### config.mk
export PLATFORM = sky130hd
export DESIGN_NAME = crcs_top
export DESIGN_NICKNAME = d
export VERILOG_FILES = /design/src/verilog/crcs_pkg.sv /design/src/verilog/crcs_top.sv /design/src/verilog/crcs_sync2.sv /design/src/verilog/crcs_crc_engine.sv
export SDC_FILE = /design/constraint.sdc
export NUM_CORES = 1
export LEC_CHECK = 0
export ABC_AREA = 1
export BUFFER_PORTS_ARGS = -buffer_cell sky130_fd_sc_hd__buf_2
export CORE_ASPECT_RATIO = 0.5
export CORE_MARGIN = 1
export CORE_UTILIZATION = 50
export DETAILED_ROUTE_END_ITERATION = 10
export GPL_ROUTABILITY_DRIVEN = 0
export PLACE_DENSITY = 0.64
export SETUP_SLACK_MARGIN = 0.02
export SYNTH_ARGS = -nofsm -noshare
export SYNTH_HDL_FRONTEND = slang
export SYNTH_HIERARCHICAL = 1
export SYNTH_SLANG_ARGS = --single-unit
### constraint.sdc
create_clock -name clk_sys_in -period 8.3 [get_ports clk_sys_in]
set_input_delay 1.66 -clock clk_sys_in [delete_from_list [all_inputs] [get_ports clk_sys_in]]
set_output_delay 1.66 -clock clk_sys_in [all_outputs]
set_load 0.05 [all_outputs]
### src/verilog/crcs_pkg.sv
// package: register map, field layout, reset values and types of the crc scanner
`default_nettype none
package crcs_pkg;
  // register indices on the 4-bit byte register port
  localparam logic [3:0] CRCS_OFF_DATA_L = 4'h0;
  localparam logic [3:0] CRCS_OFF_DATA_H = 4'h1;
  localparam logic [3:0] CRCS_OFF_ACC_L = 4'h2;
  localparam logic [3:0] CRCS_OFF_ACC_H = 4'h3;
  localparam logic [3:0] CRCS_OFF_SHIFT_L = 4'h4;
  localparam logic [3:0] CRCS_OFF_SHIFT_H = 4'h5;
  localparam logic [3:0] CRCS_OFF_XOR_L = 4'h6;
  localparam logic [3:0] CRCS_OFF_XOR_H = 4'h7;
  localparam logic [3:0] CRCS_OFF_CRC_CTL = 4'h8;
  localparam logic [3:0] CRCS_OFF_SCAN_CTL = 4'h9;
  localparam logic [3:0] CRCS_OFF_CUR_L = 4'hA;
  localparam logic [3:0] CRCS_OFF_CUR_H = 4'hB;
  localparam logic [3:0] CRCS_OFF_END_L = 4'hC;
  localparam logic [3:0] CRCS_OFF_END_H = 4'hD;
  localparam int CRCS_NUM_REGS = 16;
  // bit positions in the control registers
  localparam int CRCS_BIT_EN = 7;
  localparam int CRCS_BIT_GO = 6;
  localparam int CRCS_BIT_BUSY = 5;
  localparam int CRCS_BIT_INVALID = 4;
  localparam int CRCS_BIT_INT_MGMT = 3;
  localparam int CRCS_BIT_FULL = 0;
  localparam int CRCS_MODE_LSB = 0;
  // reset values and address step per fetch
  localparam logic [7:0] CRCS_RST_BYTE = 8'h00;
  localparam logic [15:0] CRCS_RST_WORD = 16'h0000;
  localparam logic [15:0] CRCS_RST_XOR = 16'h0001;
  localparam logic [15:0] CRCS_ADDR_STEP = 16'h0001;
  // cycles to shift one data word through the engine
  localparam logic [4:0] CRCS_SHIFT_CYCLES = 5'h10;
  // access modes of the scanner
  typedef enum logic [1:0] {
    CRCS_MODE_CONC = 2'b00,
    CRCS_MODE_BURST = 2'b01,
    CRCS_MODE_PEEK = 2'b10,
    CRCS_MODE_TRIG = 2'b11
  } crcs_mode_t;
  // scanner states
  typedef enum logic [1:0] {
    CRCS_ST_IDLE = 2'b00,
    CRCS_ST_FETCH = 2'b01
  } crcs_state_t;
  // stored scanner control bits
  typedef struct packed {
    logic en;
    logic go;
    logic interrupt_management;
    crcs_mode_t mode;
  } crcs_scan_ctl_t;
  // request towards program flash
  typedef struct packed {
    logic req;
    logic [15:0] addr;
  } crcs_flash_req_t;
endpackage
`default_nettype wire

### src/verilog/crcs_top.sv
// crc engine registers and program memory scanner, top level
//
// How it works
// - data low write marks word full for the shifter
// - accumulator bytes read and write directly
// - shifter bytes read only, reset zero
// - xor bits 15..1 enable polynomial terms
// - xor bit zero always reads one
// - enable low resets scanner state machine
// - disabling keeps every other register content except the pending trigger
// - go fetches flash when crc ready
// - go clears once current passes end
// - interrupt management masks go during interrupts
// - burst stalls cpu; management bit picks priority
// - concurrent/triggered: management one suspends during interrupts
// - mode field selects; peek ignores management bit
// - busy shows fetch or crc ready
// - invalid when address beyond implemented memory
// - current address increments after each fetch
// - address writes ignored while go set
// - end address register bounds the scan
// - full shows unshifted data in data bytes
`default_nettype none
module crcs_top #(
  parameter logic [16:0] PFM_WORDS = 17'h04000
) (
  input wire logic clk_sys_in,
  input wire logic rst_in,
  input wire logic ce_in,
  input wire logic [3:0] reg_addr_in,
  input wire logic [7:0] reg_wdata_in,
  input wire logic reg_wr_in,
  input wire logic reg_rd_in,
  output logic [7:0] reg_rdata_out,
  input wire logic irq_active_in,
  input wire logic cpu_idle_in,
  input wire logic trigger_in,
  output crcs_pkg::crcs_flash_req_t flash_out,
  input wire logic [15:0] flash_data_in,
  input wire logic flash_ack_in,
  output logic cpu_stall_out
);
  import crcs_pkg::*;

  //////////////////////////////////////////////////////////////////////////
  // parameter check
  if (PFM_WORDS == 17'h00000 || PFM_WORDS > 17'h10000) begin : g_bad_size
    $error("program memory size out of range");
  end

  //////////////////////////////////////////////////////////////////////////
  // declarations
  logic [15:0] data_reg;
  logic [15:0] data_next;
  logic full_reg;
  logic full_next;
  logic [15:0] xor_reg;
  logic crc_en_reg;
  logic crc_go_reg;
  crcs_scan_ctl_t scan_reg;
  crcs_scan_ctl_t scan_next;
  logic [15:0] cur_reg;
  logic [15:0] cur_next;
  logic [15:0] end_reg;
  crcs_state_t state_reg;
  crcs_state_t state_next;
  crcs_flash_req_t flash_reg;
  crcs_flash_req_t flash_next;
  logic stall_reg;
  logic trig_old_reg;
  logic trig_pend_reg;
  logic [7:0] rdata_reg;
  logic [15:0] acc;
  logic [15:0] shift;
  logic empty;
  logic trig_sync;
  logic [15:0] xor_mask;

  //////////////////////////////////////////////////////////////////////////
  // register port decode
  logic wr_data_l, wr_data_h, wr_acc_l, wr_acc_h, wr_xor_l, wr_xor_h;
  logic wr_crc_ctl, wr_scan_ctl, wr_cur_l, wr_cur_h, wr_end_l, wr_end_h;
  assign wr_data_l = reg_wr_in && (reg_addr_in == CRCS_OFF_DATA_L);
  assign wr_data_h = reg_wr_in && (reg_addr_in == CRCS_OFF_DATA_H);
  assign wr_acc_l = reg_wr_in && (reg_addr_in == CRCS_OFF_ACC_L);
  assign wr_acc_h = reg_wr_in && (reg_addr_in == CRCS_OFF_ACC_H);
  assign wr_xor_l = reg_wr_in && (reg_addr_in == CRCS_OFF_XOR_L);
  assign wr_xor_h = reg_wr_in && (reg_addr_in == CRCS_OFF_XOR_H);
  assign wr_crc_ctl = reg_wr_in && (reg_addr_in == CRCS_OFF_CRC_CTL);
  assign wr_scan_ctl = reg_wr_in && (reg_addr_in == CRCS_OFF_SCAN_CTL);
  // address pairs are frozen while a scan is running
  assign wr_cur_l = reg_wr_in && (reg_addr_in == CRCS_OFF_CUR_L) && !scan_reg.go;
  assign wr_cur_h = reg_wr_in && (reg_addr_in == CRCS_OFF_CUR_H) && !scan_reg.go;
  assign wr_end_l = reg_wr_in && (reg_addr_in == CRCS_OFF_END_L) && !scan_reg.go;
  assign wr_end_h = reg_wr_in && (reg_addr_in == CRCS_OFF_END_H) && !scan_reg.go;

  //////////////////////////////////////////////////////////////////////////
  // crc engine
  logic take;
  logic crc_run;
  logic crc_ready;
  assign crc_run = crc_en_reg && crc_go_reg;
  // constant term of the polynomial is always fed back
  assign xor_mask = {xor_reg[15:1], 1'b1};
  // data bytes move into the shifter once it has drained
  assign take = full_reg && empty && crc_run;
  assign crc_ready = crc_run && !full_reg;

  crcs_crc_engine u_engine (
    .clk_sys_in(clk_sys_in),
    .rst_in(rst_in),
    .ce_in(ce_in),
    .run_in(crc_run),
    .xor_mask_in(xor_mask),
    .load_in(take),
    .load_word_in(data_reg),
    .acc_wr_lo_in(wr_acc_l),
    .acc_wr_hi_in(wr_acc_h),
    .acc_wdata_in(reg_wdata_in),
    .acc_out(acc),
    .shift_out(shift),
    .empty_out(empty)
  );

  //////////////////////////////////////////////////////////////////////////
  // trigger pin synchroniser
  crcs_sync2 #(.W(1)) u_trig_sync (
    .clk_sys_in(clk_sys_in),
    .rst_in(rst_in),
    .ce_in(ce_in),
    .async_in(trigger_in),
    .sync_out(trig_sync)
  );

  //////////////////////////////////////////////////////////////////////////
  // scanner conditions
  logic irq_block;
  logic go_eff;
  logic past_end;
  logic invalid;
  logic mode_ok;
  logic start;
  logic fetch_done;
  logic go_clear;
  logic busy;
  logic trig_rise;
  // interrupts mask go only with management set and outside peek mode
  assign irq_block = scan_reg.interrupt_management && irq_active_in
    && (scan_reg.mode != CRCS_MODE_PEEK);
  assign go_eff = scan_reg.en && scan_reg.go && !irq_block;
  assign past_end = cur_reg > end_reg;
  assign invalid = {1'b0, cur_reg} >= PFM_WORDS;
  assign trig_rise = trig_sync && !trig_old_reg;
  // peek and triggered modes gate when a fetch may begin
  assign mode_ok = (scan_reg.mode == CRCS_MODE_CONC)
    || (scan_reg.mode == CRCS_MODE_BURST)
    || ((scan_reg.mode == CRCS_MODE_PEEK) && cpu_idle_in)
    || ((scan_reg.mode == CRCS_MODE_TRIG) && trig_pend_reg);
  assign start = go_eff && crc_ready && mode_ok && !past_end && !invalid
    && (state_reg == CRCS_ST_IDLE);
  assign fetch_done = (state_reg == CRCS_ST_FETCH) && flash_ack_in;
  assign go_clear = scan_reg.go && past_end && (state_reg == CRCS_ST_IDLE);
  assign busy = (state_reg == CRCS_ST_FETCH) || (go_eff && crc_ready);

  //////////////////////////////////////////////////////////////////////////
  // scanner state machine, reset by the enable bit
  always_comb begin
    state_next = state_reg;
    flash_next = flash_reg;
    case (state_reg)
      CRCS_ST_IDLE: begin
        if (start) begin
          state_next = CRCS_ST_FETCH;
          flash_next.req = 1'b1;
          flash_next.addr = cur_reg;
        end
      end
      CRCS_ST_FETCH: begin
        if (flash_ack_in) begin
          state_next = CRCS_ST_IDLE;
          flash_next.req = 1'b0;
        end
      end
      default: begin
        state_next = CRCS_ST_IDLE;
        flash_next.req = 1'b0;
      end
    endcase
    if (!scan_reg.en) begin
      state_next = CRCS_ST_IDLE;
      flash_next.req = 1'b0;
    end
  end

  //////////////////////////////////////////////////////////////////////////
  // next values of data, address and control
  always_comb begin
    data_next = data_reg;
    if (wr_data_h) begin
      data_next[15:8] = reg_wdata_in;
    end
    if (wr_data_l) begin
      data_next[7:0] = reg_wdata_in;
    end
    // a fetched word is handed to the crc data bytes
    if (fetch_done) begin
      data_next = flash_data_in;
    end
    // a new word sets full even in the cycle the old one is taken
    full_next = wr_data_l || fetch_done || (full_reg && !take);
    cur_next = cur_reg;
    if (wr_cur_l) begin
      cur_next[7:0] = reg_wdata_in;
    end
    if (wr_cur_h) begin
      cur_next[15:8] = reg_wdata_in;
    end
    if (fetch_done) begin
      cur_next = cur_reg + CRCS_ADDR_STEP;
    end
    scan_next = scan_reg;
    if (go_clear) begin
      scan_next.go = 1'b0;
    end
    // software write wins so a fresh go is never lost; only the
    // stored bits change, the address pair is left alone
    if (wr_scan_ctl) begin
      scan_next.en = reg_wdata_in[CRCS_BIT_EN];
      scan_next.go = reg_wdata_in[CRCS_BIT_GO];
      scan_next.interrupt_management = reg_wdata_in[CRCS_BIT_INT_MGMT];
      scan_next.mode = crcs_mode_t'(reg_wdata_in[CRCS_MODE_LSB +: 2]);
    end
  end

  //////////////////////////////////////////////////////////////////////////
  // read map; unmapped index reads zero
  logic [7:0] rd_map [0:CRCS_NUM_REGS-1];
  assign rd_map[CRCS_OFF_DATA_L] = data_reg[7:0];
  assign rd_map[CRCS_OFF_DATA_H] = data_reg[15:8];
  assign rd_map[CRCS_OFF_ACC_L] = acc[7:0];
  assign rd_map[CRCS_OFF_ACC_H] = acc[15:8];
  assign rd_map[CRCS_OFF_SHIFT_L] = shift[7:0];
  assign rd_map[CRCS_OFF_SHIFT_H] = shift[15:8];
  assign rd_map[CRCS_OFF_XOR_L] = xor_mask[7:0];
  assign rd_map[CRCS_OFF_XOR_H] = xor_reg[15:8];
  assign rd_map[CRCS_OFF_CRC_CTL] = {crc_en_reg, crc_go_reg, !empty || full_reg,
    4'h0, full_reg};
  assign rd_map[CRCS_OFF_SCAN_CTL] = {scan_reg.en, scan_reg.go, busy, invalid,
    scan_reg.interrupt_management, 1'b0, scan_reg.mode};
  assign rd_map[CRCS_OFF_CUR_L] = cur_reg[7:0];
  assign rd_map[CRCS_OFF_CUR_H] = cur_reg[15:8];
  assign rd_map[CRCS_OFF_END_L] = end_reg[7:0];
  assign rd_map[CRCS_OFF_END_H] = end_reg[15:8];
  assign rd_map[4'hE] = CRCS_RST_BYTE;
  assign rd_map[4'hF] = CRCS_RST_BYTE;

  //////////////////////////////////////////////////////////////////////////
  // registers of the crc side
  always_ff @(posedge clk_sys_in or posedge rst_in) begin
    if (rst_in) begin
      data_reg <= CRCS_RST_WORD;
      full_reg <= 1'b0;
      xor_reg <= CRCS_RST_XOR;
      crc_en_reg <= 1'b0;
      crc_go_reg <= 1'b0;
    end else if (ce_in) begin
      data_reg <= data_next;
      full_reg <= full_next;
      if (wr_xor_l) begin
        xor_reg[7:1] <= reg_wdata_in[7:1];
      end
      if (wr_xor_h) begin
        xor_reg[15:8] <= reg_wdata_in;
      end
      if (wr_crc_ctl) begin
        crc_en_reg <= reg_wdata_in[CRCS_BIT_EN];
        crc_go_reg <= reg_wdata_in[CRCS_BIT_GO];
      end
    end
  end

  //////////////////////////////////////////////////////////////////////////
  // registers of the scanner side
  always_ff @(posedge clk_sys_in or posedge rst_in) begin
    if (rst_in) begin
      scan_reg <= '0;
      cur_reg <= CRCS_RST_WORD;
      end_reg <= CRCS_RST_WORD;
      state_reg <= CRCS_ST_IDLE;
      flash_reg <= '0;
    end else if (ce_in) begin
      scan_reg <= scan_next;
      cur_reg <= cur_next;
      state_reg <= state_next;
      flash_reg <= flash_next;
      if (wr_end_l) begin
        end_reg[7:0] <= reg_wdata_in;
      end
      if (wr_end_h) begin
        end_reg[15:8] <= reg_wdata_in;
      end
    end
  end

  //////////////////////////////////////////////////////////////////////////
  // trigger capture, cpu stall and read data
  always_ff @(posedge clk_sys_in or posedge rst_in) begin
    if (rst_in) begin
      trig_old_reg <= 1'b0;
      trig_pend_reg <= 1'b0;
      stall_reg <= 1'b0;
      rdata_reg <= CRCS_RST_BYTE;
    end else if (ce_in) begin
      trig_old_reg <= trig_sync;
      // a trigger arriving with the start is kept
      trig_pend_reg <= trig_rise || (trig_pend_reg && !start && scan_reg.en);
      // burst holds the cpu until the scan ends or an interrupt masks go
      stall_reg <= go_eff && (scan_reg.mode == CRCS_MODE_BURST);
      rdata_reg <= reg_rd_in ? rd_map[reg_addr_in] : CRCS_RST_BYTE;
    end
  end

  assign reg_rdata_out = rdata_reg;
  assign flash_out = flash_reg;
  assign cpu_stall_out = stall_reg;

  //////////////////////////////////////////////////////////////////////////
  // checks
  property p_load_full;
    @(posedge clk_sys_in) disable iff (rst_in)
    (ce_in && wr_data_l) |=> full_reg;
  endproperty
  a_load_full: assert property (p_load_full)
    else $error("data low write did not mark the data bytes full");

  property p_acc_read;
    @(posedge clk_sys_in) disable iff (rst_in)
    (ce_in && reg_rd_in && reg_addr_in == CRCS_OFF_ACC_H) |=>
      (reg_rdata_out == $past(acc[15:8]));
  endproperty
  a_acc_read: assert property (p_acc_read)
    else $error("accumulator high read mismatch");

  property p_shift_read;
    @(posedge clk_sys_in) disable iff (rst_in)
    (ce_in && reg_rd_in && reg_addr_in == CRCS_OFF_SHIFT_L) |=>
      (reg_rdata_out == $past(shift[7:0]));
  endproperty
  a_shift_read: assert property (p_shift_read)
    else $error("shifter low read mismatch");

  property p_xor_one;
    @(posedge clk_sys_in) disable iff (rst_in)
    (ce_in && reg_rd_in && reg_addr_in == CRCS_OFF_XOR_L) |=> reg_rdata_out[0];
  endproperty
  a_xor_one: assert property (p_xor_one)
    else $error("xor bit zero read as zero");

  property p_disable_idle;
    @(posedge clk_sys_in) disable iff (rst_in)
    (ce_in && !scan_reg.en) |=> (state_reg == CRCS_ST_IDLE) && !flash_out.req;
  endproperty
  a_disable_idle: assert property (p_disable_idle)
    else $error("scanner active while disabled");

  property p_addr_locked;
    @(posedge clk_sys_in) disable iff (rst_in)
    (ce_in && scan_reg.go && !fetch_done) |=> (cur_reg == $past(cur_reg));
  endproperty
  a_addr_locked: assert property (p_addr_locked)
    else $error("current address changed without a fetch");

  property p_go_clear;
    @(posedge clk_sys_in) disable iff (rst_in)
    (ce_in && go_clear && !wr_scan_ctl) |=> !scan_reg.go;
  endproperty
  a_go_clear: assert property (p_go_clear)
    else $error("go not cleared past end address");

  property p_fetch_inc;
    @(posedge clk_sys_in) disable iff (rst_in)
    (ce_in && fetch_done) |=> (cur_reg == $past(cur_reg) + CRCS_ADDR_STEP)
      && full_reg && (state_reg == CRCS_ST_IDLE);
  endproperty
  a_fetch_inc: assert property (p_fetch_inc)
    else $error("fetch did not advance the address");

  property p_irq_mask;
    @(posedge clk_sys_in) disable iff (rst_in)
    (ce_in && irq_block && state_reg == CRCS_ST_IDLE) |=> !flash_out.req;
  endproperty
  a_irq_mask: assert property (p_irq_mask)
    else $error("fetch started during masked interrupt");

  property p_burst_stall;
    @(posedge clk_sys_in) disable iff (rst_in)
    (ce_in && go_eff && scan_reg.mode == CRCS_MODE_BURST) |=> cpu_stall_out;
  endproperty
  a_burst_stall: assert property (p_burst_stall)
    else $error("cpu not stalled in burst");

  property p_invalid_read;
    @(posedge clk_sys_in) disable iff (rst_in)
    (ce_in && reg_rd_in && reg_addr_in == CRCS_OFF_SCAN_CTL) |=>
      (reg_rdata_out[CRCS_BIT_INVALID] == ({1'b0, $past(cur_reg)} >= PFM_WORDS));
  endproperty
  a_invalid_read: assert property (p_invalid_read)
    else $error("invalid flag mismatch");
endmodule
`default_nettype wire

### src/verilog/crcs_sync2.sv
// two-flop synchroniser for levels from outside the clock domain
`default_nettype none
module crcs_sync2 #(
  parameter int W = 1
) (
  input wire logic clk_sys_in,
  input wire logic rst_in,
  input wire logic ce_in,
  input wire logic [W-1:0] async_in,
  output logic [W-1:0] sync_out
);
  logic [W-1:0] meta_reg;
  logic [W-1:0] sync_reg;

  // first stage feeds only the second stage
  always_ff @(posedge clk_sys_in or posedge rst_in) begin
    if (rst_in) begin
      meta_reg <= '0;
      sync_reg <= '0;
    end else if (ce_in) begin
      meta_reg <= async_in;
      sync_reg <= meta_reg;
    end
  end

  assign sync_out = sync_reg;
endmodule
`default_nettype wire

### src/verilog/crcs_crc_engine.sv
// serial crc engine: shifter, bit counter and accumulator with xor feedback
`default_nettype none
module crcs_crc_engine (
  input wire logic clk_sys_in,
  input wire logic rst_in,
  input wire logic ce_in,
  input wire logic run_in,
  input wire logic [15:0] xor_mask_in,
  input wire logic load_in,
  input wire logic [15:0] load_word_in,
  input wire logic acc_wr_lo_in,
  input wire logic acc_wr_hi_in,
  input wire logic [7:0] acc_wdata_in,
  output logic [15:0] acc_out,
  output logic [15:0] shift_out,
  output logic empty_out
);
  import crcs_pkg::*;
  logic [15:0] acc_reg;
  logic [15:0] shift_reg;
  logic [4:0] cnt_reg;
  logic step;
  logic fb;
  logic [15:0] acc_step;

  // one bit per cycle, msb first; feedback applies the enabled terms
  assign step = run_in && (cnt_reg != 5'h00);
  assign fb = acc_reg[15] ^ shift_reg[15];
  assign acc_step = {acc_reg[14:0], 1'b0} ^ (fb ? xor_mask_in : 16'h0000);
  assign empty_out = (cnt_reg == 5'h00);

  // software byte writes override the shifting result
  always_ff @(posedge clk_sys_in or posedge rst_in) begin
    if (rst_in) begin
      acc_reg <= CRCS_RST_WORD;
      shift_reg <= CRCS_RST_WORD;
      cnt_reg <= 5'h00;
    end else if (ce_in) begin
      if (load_in) begin
        shift_reg <= load_word_in;
        cnt_reg <= CRCS_SHIFT_CYCLES;
      end else if (step) begin
        shift_reg <= {shift_reg[14:0], 1'b0};
        cnt_reg <= cnt_reg - 5'h01;
      end
      if (acc_wr_lo_in) begin
        acc_reg <= {(step ? acc_step[15:8] : acc_reg[15:8]), acc_wdata_in};
      end else if (acc_wr_hi_in) begin
        acc_reg <= {acc_wdata_in, (step ? acc_step[7:0] : acc_reg[7:0])};
      end else if (step) begin
        acc_reg <= acc_step;
      end
    end
  end

  assign acc_out = acc_reg;
  assign shift_out = shift_reg;
endmodule
`default_nettype wire

After elaboration in Yosys (flattened, before gate mapping)
Index checks and enable logic that the tools add are counted.

word-level totals
  bits in registers = 140
  input bits = 37
  output and inout port bits = 26
  word-level logic and storage cells = 171

operators by class
  add/subtract/negate cells = 2
  magnitude comparators = 3
  equal/unequal tests = 19
  multiplexer cells = 30
  bitwise logic cells = 3
  reduce and logical (&&, ||, !) cells = 86

operators with widths
  kind                                                                      count
  16-bit 2-to-1 mux                                                         8
  8-bit 2-to-1 mux                                                          9
  1-bit logical AND                                                         40
  8-bit binary-select mux with 4-bit select                                 1
  2-bit AND reduction                                                       13
  4-bit equality test (second input constant)                               6
  17-bit 2-to-1 mux                                                         1
  16-bit by 1-bit adder with 16-bit output (second input constant)          1
  16-bit by 15-bit >= comparator with 1-bit output (second input constant)  1
  16-bit > comparator                                                       1
  2-bit nonzero test                                                        8
  16-bit bitwise XOR                                                        1
  5-bit 2-to-1 mux                                                          2
  1-bit zero test                                                           9
  3-bit AND reduction                                                       3
  4-bit by 2-bit equality test with 1-bit output (second input constant)    2
  4-bit by 3-bit equality test with 1-bit output (second input constant)    2
  1-bit logical OR                                                          8
  2-bit 2-to-1 mux                                                          3
  3-bit inequality test (second input constant)                             2
  5-bit >= comparator (second input constant)                               1
  5-bit zero test                                                           1
  4-bit NOT with 5-bit output                                               1
  5-bit nonzero test                                                        1
  other kinds (12)                                                          18

Longest topological paths before layout
Gate-level depths: netlist of the first run.

  depth after elaboration = 13
  gate-level depth with buffers = 16
  gate-level depth less buffers = 15

By module
The synthesis of the first run kept the hierarchy.

by module, submodules not included
  module           instances  cells an instance  area each (um^2)  sequential area each (um^2)
  crcs_top         1          750                5805.6            2502.4
  crcs_crc_engine  1          336                2351.0            925.9
  crcs_sync2       1          10                 80.1              50.0

Least setup slack after synthesis of the first run
OpenSTA, ideal clock, no wires.

  path kind = in2reg
  start = input reg_addr_in[2]
  end = register u_engine.acc_reg[0] (netlist: u_engine/acc_out[0])
  library setup time = 0.133 ns
  arrival = 2.790 ns
  required time = 8.167 ns
  path slack = 5.376 ns
  stages = 10
  buffers on the path = 2
  cells stage by stage = nor2_2 inv_1 nor3_1 buf_2 inv_2 buf_2 nand4_1 o21ai_0 nand2_1 o21ai_0

on the way
  word-level cells in the longest chain between the ends = 4
  elaborated cells on any way between the ends = 8
  classes of those cells = eq/ne (2); mux (2); reduce/logical (4)

RTL lines
  what                                                RTL line               source
  start, declared                                     crcs_top.sv:30         input wire logic [3:0] reg_addr_in,
  4-bit by 2-bit equality test with 1-bit output (*)  crcs_top.sv:85         assign wr_acc_l = reg_wr_in && (reg_addr_in == CRCS_OFF_ACC_L);
  1-bit logical AND (*)                               crcs_top.sv:85
  named net wr_acc_l                                  crcs_top.sv:81         logic wr_data_l, wr_data_h, wr_acc_l, wr_acc_h, wr_xor_l, wr_xor_h;
  2-bit nonzero test (no source line)                 --
  2-bit AND reduction (no source line)                --
  end signal, assigned                                crcs_crc_engine.sv:47  acc_reg <= {(step ? acc_step[15:8] : acc_reg[15:8]), acc_wdata_in};
  end signal, assigned                                crcs_crc_engine.sv:49  acc_reg <= {acc_wdata_in, (step ? acc_step[7:0] : acc_reg[7:0])};
  end signal, assigned                                crcs_crc_engine.sv:51  acc_reg <= acc_step;
  end, declared                                       crcs_crc_engine.sv:19  logic [15:0] acc_reg;

The timed path passes the listed nets; every way through them passes the cells marked *.
A chain may end at the register's enable or synchronous reset.

Worst setup path in the final report of the first run
  start = input reg_addr_in[2]
  end = register u_engine.acc_reg[15] (netlist: u_engine/acc_out[15])

on the way
  word-level cells in the longest chain between the ends = 4
  elaborated cells on any way between the ends = 9
  classes of those cells = eq/ne (3); mux (2); reduce/logical (4)

RTL lines
  what                                                RTL line
  4-bit by 2-bit equality test with 1-bit output (*)  crcs_top.sv:85
  1-bit logical AND (*)                               crcs_top.sv:85
  named net wr_acc_l                                  crcs_top.sv:81
  2-bit inequality test (no source line)              --
  3-bit AND reduction (no source line)                --

Marked as above.

==> impl_metrics.csv, run 1 <==
group,metric,value,unit
floorplan,die_height,92.8,µm
sta,report.final.slew_viol_count,0,
pwr,power_frac_comb,0.273,
pwr,p_clk_frac,0.320,
yosys,synth_top_cell_by_area,"dfrtp_1",
clocking,cts_sinks,139,
yosys,syn-cell-area,8240,µm²
sta,min_period,4.02,ns
clocking,htree_num_levels,4,
pwr,powerDensity,271,nW/µm²
route,dr.first_iter.drc_count,767,
sta,hold_ws,0.465,ns
worst_setup_path,path_class,"input port to flop",
sta,fin_crit_sh,0.484,
yosys,ys_seq_elements,139,
pwr,p_switching,938,µW
route,dr_total_vias,7730,
sta,hold_viol,0,
sta,final-setup-viol-count,0,
yosys,syn_inst,1096,
yosys,yosys_warnings,6,
clocking,path_clk_slew,0.06,ns
global_route,grt_start_max_net_pins,64,
worst_setup_path,r2r_cells,11,
floorplan,coreArea,15700,µm²
route,wl_per_cell,18.4,µm
sta,relSlewSlack,0.269,
floorplan,rows,32,
worst_setup_path,r2r_end,"u_engine/shift_out[3]",
sta,max_freq,249,MHz
global_route,grt_pass1_vias,7168,
route,ant_nets,0,
route,routed_wl,25300,µm
yosys,synthMostInstantiatedCell,"nand2_1",
yosys,async_reset_ff_frac,1.00,
sta,fin_setup_tns,0,ns
floorplan,die_w,184,µm
placed_design,dp_hpwl,18000,µm
clocking,insertion_delay,0.43,ns
floorplan,initial_core_util,0.523,
min_path,min_delay_path_depth,2,
cells_and_area,syn2layout_area_growth,11.6,%
worst_setup_path,endpoint_kind,"flop",
clocking,post_cts_buffers,0,
global_route,grt_pass1_wl,40200,µm
pwr,p_sw_frac,0.377,
yosys,syn-num-nets,1151,
route,drc,0,
cells_and_area,final_util,0.584,
yosys,ys_seq_area_frac,0.422,
cells_and_area,drive_above_1_share,0.144,
cells_and_area,antenna_cells,0,
clocking,cts_hold_buf,0,
clocking,root_buffer,"clkbuf_16",
min_path,hold_path_class,"flop to flop",
cells_and_area,largest_reg_flops,20,
run,cap_violations,0,
yosys,ys_types,45,
clocking,tritoncts,"yes",
worst_setup_path,start_kind,"input port",
sta,rsz0062_at_grt,"no",
pwr,intPower,1.55,mW
min_path,hold_start,"flash_out[3]",
floorplan,ios,63,
pwr,ir_drop,0.148,mV
pwr,pwr-share-seq,0.407,
yosys,synth_top_cells_by_count,"nand2_1 (346), dfrtp_1 (139), inv_1 (119)",
clocking,cts.repair.resized,0,
yosys,synth_area_leaders,"dfrtp_1 (42%), nand2_1 (16%), inv_1 (5.4%)",
global_route,grt_antenna_before_repair,0,
worst_setup_path,rrSetupSlack,5.33,ns
clocking,cts_buffers,17,
clocking,clockBufferDepth,2,
cells_and_area,nNetsFinal,1195,
sta,clock-skew-final,0.0135,ns
yosys,synth-edff-count,0,
floorplan,dieArea,17000,µm²
pwr,total_leakage_power,4.65,nW
min_path,hold_path_end,"flash_out[3]",
placed_design,numPortBuffers,62,
yosys,syn_area_per_cell,7.52,µm²
yosys,synth_top_flop_cell,"dfrtp_1",
route,dr.pass1.iters,5,
worst_setup_path,cp_data_required_time,8.66,ns
worst_setup_path,path_max_fanout,17,
yosys,yosys.area.top_type_share,0.422,
global_route,groute.usage.overall,0.314,
worst_setup_path,r2r-start,"u_engine/cnt_reg[0]",
status,outcome,"finished, final reports clean",
route,vias_per_cell,5.63,
worst_setup_path,crit_arrival,4.38,ns
sta,tightest_slew,1.09,ns
global_route,grt_overflow,0,
-- critical path, stage by stage --
cell and delay [ns]:
buf_2 0.16, nor2_2 0.37, inv_1 0.13, nor3_1 0.85, inv_2 0.31, nand2_2 0.33, nand2_2 0.15, nand2_1 0.23
nand2_1 0.10, nand2_1 0.08
-- through the flow --
step                      total power, mW  cells  setup WS, ns  instance area (µm²)
after floorplan                      1.48   1096          4.02                 8240
after global placement               1.66   1342          4.15                 8590
after detailed placement             1.68   1342          4.01                 8590
after CTS                            2.48   1374          4.44                 9190
after global routing                 2.64   1374          4.05                 9190
final                                2.49   1374          4.28                 9190
-- cell families (layout without fill, tap and decap cells) --
logic type / after synthesis / count (layout) / synth area share
simple gates: 538 / 538 / 0.285
compound gates: 221 / 221 / 0.165
buf+inv: 172 / 229 / 0.0931
flops: 139 / 139 / 0.422
fa+ha+maj: 18 / 18 / 0.0273
xor+xnor: 7 / 7 / 0.00744
other cells: 1 / 1 / 0.000455
-- power by group through the flow --
stage          Sequential [mW]  Clock [mW]  Combinational (mW)
5_1_grt                   1.03       0.831               0.773
2_1_floorplan            0.967           0               0.513
6_report                  1.01       0.797               0.680
3_3_place_gp              1.01           0               0.648
3_5_place_dp              1.02           0               0.666
4_1_cts                   1.01       0.801               0.672
-- cell type report --
type                            count  area [µm²]
Clock buffer                       19         433
Clock inverter                     13         168
Fill cell                        1495        6540
Inverter                          129         488
Multi-Input combinational cell    785        3990
Sequential cell                   139        3480
Tap cell                          221         277
Timing Repair Buffer               68         355
-- layout by cell type, fill, tap and decap left out, drive strengths merged, types with 8 or more instances in the layout --
| master | instances |
|---|---|
| nand2 | 358 |
| nand4 | 39 |
| nand3 | 57 |
| buf | 68 |
| clkbuf | 19 |
| a21oi | 40 |
| ha | 18 |
| a22oi | 20 |
| or2 | 8 |
| o21ai | 115 |
| inv | 131 |
| nor2 | 64 |
| o22ai | 13 |
| dfrtp | 139 |
| nor3 | 12 |
| a21o | 14 |
| a31oi | 9 |
-- worst max path at each step --
stage,depth (start not counted),from,end,slack [ns]
final,10,reg_addr_in[2],u_engine/acc_out[15],4.28
after global routing,10,reg_addr_in[2],u_engine/acc_out[11],4.05
after CTS,10,reg_addr_in[2],u_engine/acc_out[15],4.44
after detailed placement,10,reg_addr_in[2],u_engine/acc_out[15],4.01
after global placement,10,reg_addr_in[2],u_engine/acc_out[12],4.15
after floorplan,1,rst_in,cpu_stall_out,4.02
-- routing by layer --
metal  routed length [µm]  track usage
met1                12000        0.468
met2                10900        0.465
met3                 2110       0.0645
met4                  334       0.0729
met5                    0            0
(Power assumes the default switching activity.)
==> run 2, diff against run 1 <==
Clock period 8.3 ns to 3.7 ns, I/O delays scaled along.
==> run 2 against run 1 <==
  * Sequential power rose by 130%
  * Routed wire length rose by 1.1%
  * Combinational power increased by 120%
  * Setup slack lost 3.1 ns
  * Utilization increased by 0.13 points
  * First-iteration DRC count is 17% higher
  * Die area did not move
  * Sequential share of layout area decreased by 0.082 points
  * Clock power increased by 110%
  * Global-route usage rose by 0.52 points
  * Via count up 1.8%
  * Critical path depth up 2
  * Critical path type is now flop to flop
  * Critical endpoint is now u_engine/shift_out[1]
==> impl_metrics.csv, run 2 (synthesized netlist as in run 1, its figures left out) <==
group,metric,value,unit
sta,relSlewSlack,0.381,
cells_and_area,final_cell_mix,"nand2_1 (346), dfrtp_1 (139), inv_1 (118)",
sta,max_freq,395,MHz
worst_setup_path,path_max_fanout,38,
cells_and_area,antenna_cells,0,
worst_setup_path,endpoint_kind,"flop",
pwr,intPower,3.36,mW
sta,fin_crit_sh,0.684,
worst_setup_path,start_kind,"flop",
cells_and_area,drive_above_1_share,0.152,
pwr,total_leakage_power,4.67,nW
clocking,cts.repair.resized,0,
pwr,pwr-share-seq,0.419,
global_route,groute.usage.overall,0.320,
sta,hold_viol,0,
clocking,post_cts_buffers,0,
route,dr_total_vias,7873,
worst_setup_path,r2r-start,"u_engine/cnt_reg[0]",
route,wl_per_cell,18.5,µm
run,cap_violations,0,
worst_setup_path,cp_data_required_time,4.05,ns
route,ant_nets,0,
global_route,grt_pass1_vias,7352,
pwr,power_frac_comb,0.279,
pwr,p_clk_frac,0.302,
clocking,root_buffer,"clkbuf_16",
cells_and_area,nFillCells,1506,
worst_setup_path,r2r_cells,12,
global_route,grt_start_max_net_pins,56,
cells_and_area,final_util,0.585,
floorplan,initial_core_util,0.523,
cells_and_area,nNetsFinal,1203,
route,dr.first_iter.drc_count,899,
sta,clock-skew-final,0.0125,ns
worst_setup_path,crit_arrival,2.88,ns
cells_and_area,syn2layout_area_growth,11.8,%
floorplan,dieArea,17000,µm²
sta,tightest_slew,0.926,ns
pwr,ir_drop,0.350,mV
clocking,htree_num_levels,4,
sta,final-setup-viol-count,0,
floorplan,rows,32,
floorplan,ios,63,
cells_and_area,stdcell_area,9210,µm²
floorplan,die_w,184,µm
floorplan,die_height,92.8,µm
clocking,tritoncts,"yes",
worst_setup_path,crit_start,"u_engine/cnt_reg[0]",
sta,min_period,2.53,ns
clocking,cts_hold_buf,0,
sta,report.final.slew_viol_count,0,
placed_design,numPortBuffers,62,
cells_and_area,largest_reg_flops,20,
placed_design,dpl_cell_area,8650,µm²
route,vias_per_cell,5.70,
clocking,path_clk_slew,0.07,ns
floorplan,coreArea,15700,µm²
worst_setup_path,path_class,"flop to flop",
cells_and_area,final_common_cell,"nand2_1",
global_route,grt_overflow,0,
clocking,cts_buffers,17,
sta,rsz0062_at_grt,"no",
placed_design,dp_hpwl,18700,µm
pwr,p_sw_frac,0.387,
route,dr.pass1.iters,8,
global_route,grt_pass1_wl,40900,µm
pwr,p_switching,2.12,mW
route,routed_wl,25600,µm
sta,fin_setup_tns,0,ns
clocking,cts_sinks,139,
route,drc,0,
status,outcome,"finished, final reports clean",
global_route,grt_antenna_before_repair,0,
pwr,powerDensity,595,nW/µm²
clocking,insertion_delay,0.43,ns
min_path,hold_path_class,"input port to asynchronous set/reset pin",
clocking,clockBufferDepth,2,
[run 2: changes by cell type in the layout (fill, tap and decap cells not counted), sizes merged]
cell / change
clkinv: +3
bufinv: -2
clkinvlp: +1
buf: +8
clkbuf: -1
inv: -1
[run 2: worst max-delay path: stages, from the launching register on]
cell	delay (ns)
dfrtp_1	0.35
inv_1	0.12
ha_1	0.23
nand3_2	0.13
inv_1	0.15
nand2_1	0.10
nor2_2	0.09
buf_4	0.31
inv_1	0.18
a21oi_4	0.16
buf_4	0.40
nand2_1	0.12
o21ai_2	0.08
[run 2: path summary, 6_finish.rpt]
path                                               to  slack, ns
min in group clk_sys_in                 flash_out[14]       0.46
worst min-delay path             u_trig_sync/sync_out       0.21
worst min register to register          flash_out[14]       0.46
max in group asynchronous                  end_reg[3]       2.39
worst max register to register  u_engine/shift_out[1]       1.17
worst max-delay path            u_engine/shift_out[1]       1.17
[run 2: routing by layer]
metal	GRT usage	part of all wire
met5	0.0185	0
met3	0.0692	0.096
met2	0.468	0.43
met1	0.464	0.46
met4	0.106	0.023
[run 2: layout make-up]
cell class | instances | area, µm² | area share
timing repair buffer | 76 | 415 | 0.0451
inverter | 129 | 488 | 0.0530
clock buffer | 18 | 439 | 0.0477
sequential | 139 | 3480 | 0.378
tap | 221 | 277 | 0.0300
multi-input combinational | 785 | 3990 | 0.434
clock inverter | 14 | 121 | 0.0132
[run 2: through the flow]
step                std cells  power (mW)  hold WS, ns  setup slack, ns
floorplan                1096        3.32        0.442            0.341
global placement         1350        3.76        0.444             1.05
detailed placement       1350        3.80        0.453            0.954
CTS                      1382        5.46        0.205             1.19
global route             1382        5.82        0.207            0.892
finish                   1382        5.48        0.205             1.17
[run 2: power groups by stage]
stage          sequential [mW]  combinational (mW)  clock [mW]
4_1_cts                   2.28                1.51        1.67
6_report                  2.30                1.53        1.66
5_1_grt                   2.33                1.75        1.74
3_3_place_gp              2.30                1.47           0
2_1_floorplan             2.17                1.15           0
3_5_place_dp              2.30                1.49           0
==> run 3, diff against run 2 <==
Settings changed: PLACE_DENSITY 0.64 to 0.67.
Clock period 3.7 ns to 2.2 ns, I/O delays scaled along.
==> run 3 against run 2 <==
  * Register-to-register slack worse by 0.99 ns
  * Critical endpoint is now u_engine/shift_out[9]
  * Clock power is 100% higher
  * Clock-buffer cell count decreased by 1
  * Flip-flop and latch count is the same
  * Power is 81% higher
  * Combinational power is 85% higher
  * Setup slack got worse by 0.99 ns
  * Design area up 4.3%
  * Utilization grew 2.5 points
  * Via count grew 4.9%
  * Clock skew down 0.0039 ns
==> impl_metrics.csv, run 3 (synthesized netlist as in run 1, its figures left out) <==
group,metric,value,unit
sta,final-setup-viol-count,0,
worst_setup_path,crit_arrival,2.35,ns
cells_and_area,drive_above_1_share,0.175,
min_path,hold_path_class,"input port to flop",
sta,min_period,2.02,ns
clocking,insertion_delay,0.42,ns
sta,relSlewSlack,0.533,
sta,max_freq,495,MHz
placed_design,dp_hpwl,19600,µm
sta,rsz0062_at_grt,"no",
global_route,grt_pass1_wl,41200,µm
sta,fin_crit_sh,0.918,
clocking,htree_num_levels,4,
worst_setup_path,path_max_fanout,16,
cells_and_area,syn2layout_area_growth,16.7,%
floorplan,coreArea,15700,µm²
worst_setup_path,r2r-start,"u_engine/cnt_reg[1]",
placed_design,numPortBuffers,62,
worst_setup_path,cp_data_required_time,2.53,ns
clocking,cts_sinks,139,
pwr,total_leakage_power,4.89,nW
global_route,groute.usage.overall,0.322,
global_route,grt_pass1_vias,7430,
pwr,powerDensity,1040,nW/µm²
worst_setup_path,endpoint_kind,"flop",
min_path,hold_start,"trigger_in",
pwr,ir_drop,0.631,mV
route,routed_wl,26600,µm
sta,hold_viol,0,
route,dr_total_vias,8261,
run,cap_violations,0,
clocking,post_cts_buffers,0,
clocking,cts_buffers,17,
worst_setup_path,path_class,"flop to flop",
route,wl_per_cell,18.8,µm
cells_and_area,stdcell_area,9610,µm²
floorplan,die_height,92.8,µm
sta,clock-skew-final,0.00862,ns
floorplan,ios,63,
sta,tightest_slew,0.699,ns
cells_and_area,antenna_cells,0,
worst_setup_path,crit_start,"u_engine/cnt_reg[1]",
clocking,path_clk_slew,0.07,ns
route,dr.first_iter.drc_count,973,
route,drc,0,
floorplan,rows,32,
route,ant_nets,0,
floorplan,initial_core_util,0.523,
global_route,grt_overflow,0,
cells_and_area,final_cell_mix,"nand2_1 (346), dfrtp_1 (139), inv_1 (116)",
floorplan,dieArea,17000,µm²
route,dr.pass1.iters,10,
clocking,clockBufferDepth,2,
cells_and_area,largest_reg_flops,20,
cells_and_area,nNetsFinal,1234,
placed_design,dpl_cell_area,8910,µm²
sta,report.final.slew_viol_count,0,
worst_setup_path,start_kind,"flop",
sta,fin_setup_tns,0,ns
global_route,grt_start_max_net_pins,39,
clocking,tritoncts,"yes",
global_route,grt_antenna_before_repair,0,
route,vias_per_cell,5.85,
status,outcome,"finished, final reports clean",
clocking,root_buffer,"clkbuf_16",
floorplan,die_w,184,µm
cells_and_area,final_common_cell,"nand2_1",
[run 3: cell types whose count changed in the layout (fill, tap and decap cells not counted), sizes merged]
| cell | change |
|---|---|
| inv | +1 |
| clkinv | -2 |
| dlygate4sd3 | +1 |
| buf | +29 |
| clkinvlp | -4 |
| bufinv | +5 |
[run 3: layout make-up]
type / instances / area, µm²
clock inverters: 14 / 241
well taps: 221 / 277
clock buffers: 17 / 425
flip-flops and latches: 139 / 3480
multi-input cells: 785 / 4000
inverters: 129 / 489
fillers: 1411 / 6120
repair buffers: 107 / 706
[run 3: where the power goes]
group,internal [mW],switching (mW)
logic,1.04,1.79
clock network,2.13,1.20
registers,3.16,0.633
total,6.33,3.62
[run 3: final timing paths]
kind / slack [ns] / cells after the start / endpoint
worst min-delay path: 0.24 / 3 / u_trig_sync/meta_reg
worst max register to register: 0.18 / 11 / u_engine/shift_out[9]
worst min register to register: 0.46 / 2 / flash_out[15]
min in group asynchronous: 0.46 / 3 / u_trig_sync/sync_out
worst max-delay path: 0.18 / 11 / u_engine/shift_out[9]
max in group asynchronous: 0.88 / 4 / rd_map[77]
[run 3: through the flow]
step / setup slack, ns / util / cells / hold slack [ns] / total power [mW]
floorplan: 0.322 / - / 1096 / 0.181 / 5.59
global placement: 0.0516 / 0.566 / 1379 / 0.343 / 6.45
detailed placement: 0.00508 / 0.566 / 1379 / 0.346 / 6.54
CTS: 0.119 / 0.609 / 1411 / 0.233 / 9.86
global route: 0.0530 / 0.611 / 1412 / 0.269 / 10.4
finish: 0.181 / 0.611 / 1412 / 0.238 / 9.95
[run 3: routing by layer]
| layer | track usage | wire, µm |
|---|---|---|
| met5 | 0 | 0 |
| met4 | 0.0972 | 807 |
| met3 | 0.0724 | 2780 |
| met2 | 0.495 | 11500 |
| met1 | 0.452 | 11500 |
[run 3: what timing repair did]
action / in CTS / in global routing
hold buffers: 1 / 0
endpoints found under the setup margin: 0 / 15
endpoints found under the hold margin: 2 / 0
gates resized for setup: 0 / 3
[run 3: worst max-delay path: stages (launching register included)]
cell,delay [ns]
dfrtp_1,0.36
inv_1,0.11
ha_2,0.23
nand3_2,0.15
inv_2,0.14
nand2_1,0.10
nor2_2,0.11
inv_1,0.13
a21oi_4,0.25
buf_12,0.18
nand2_1,0.07
o21ai_1,0.10
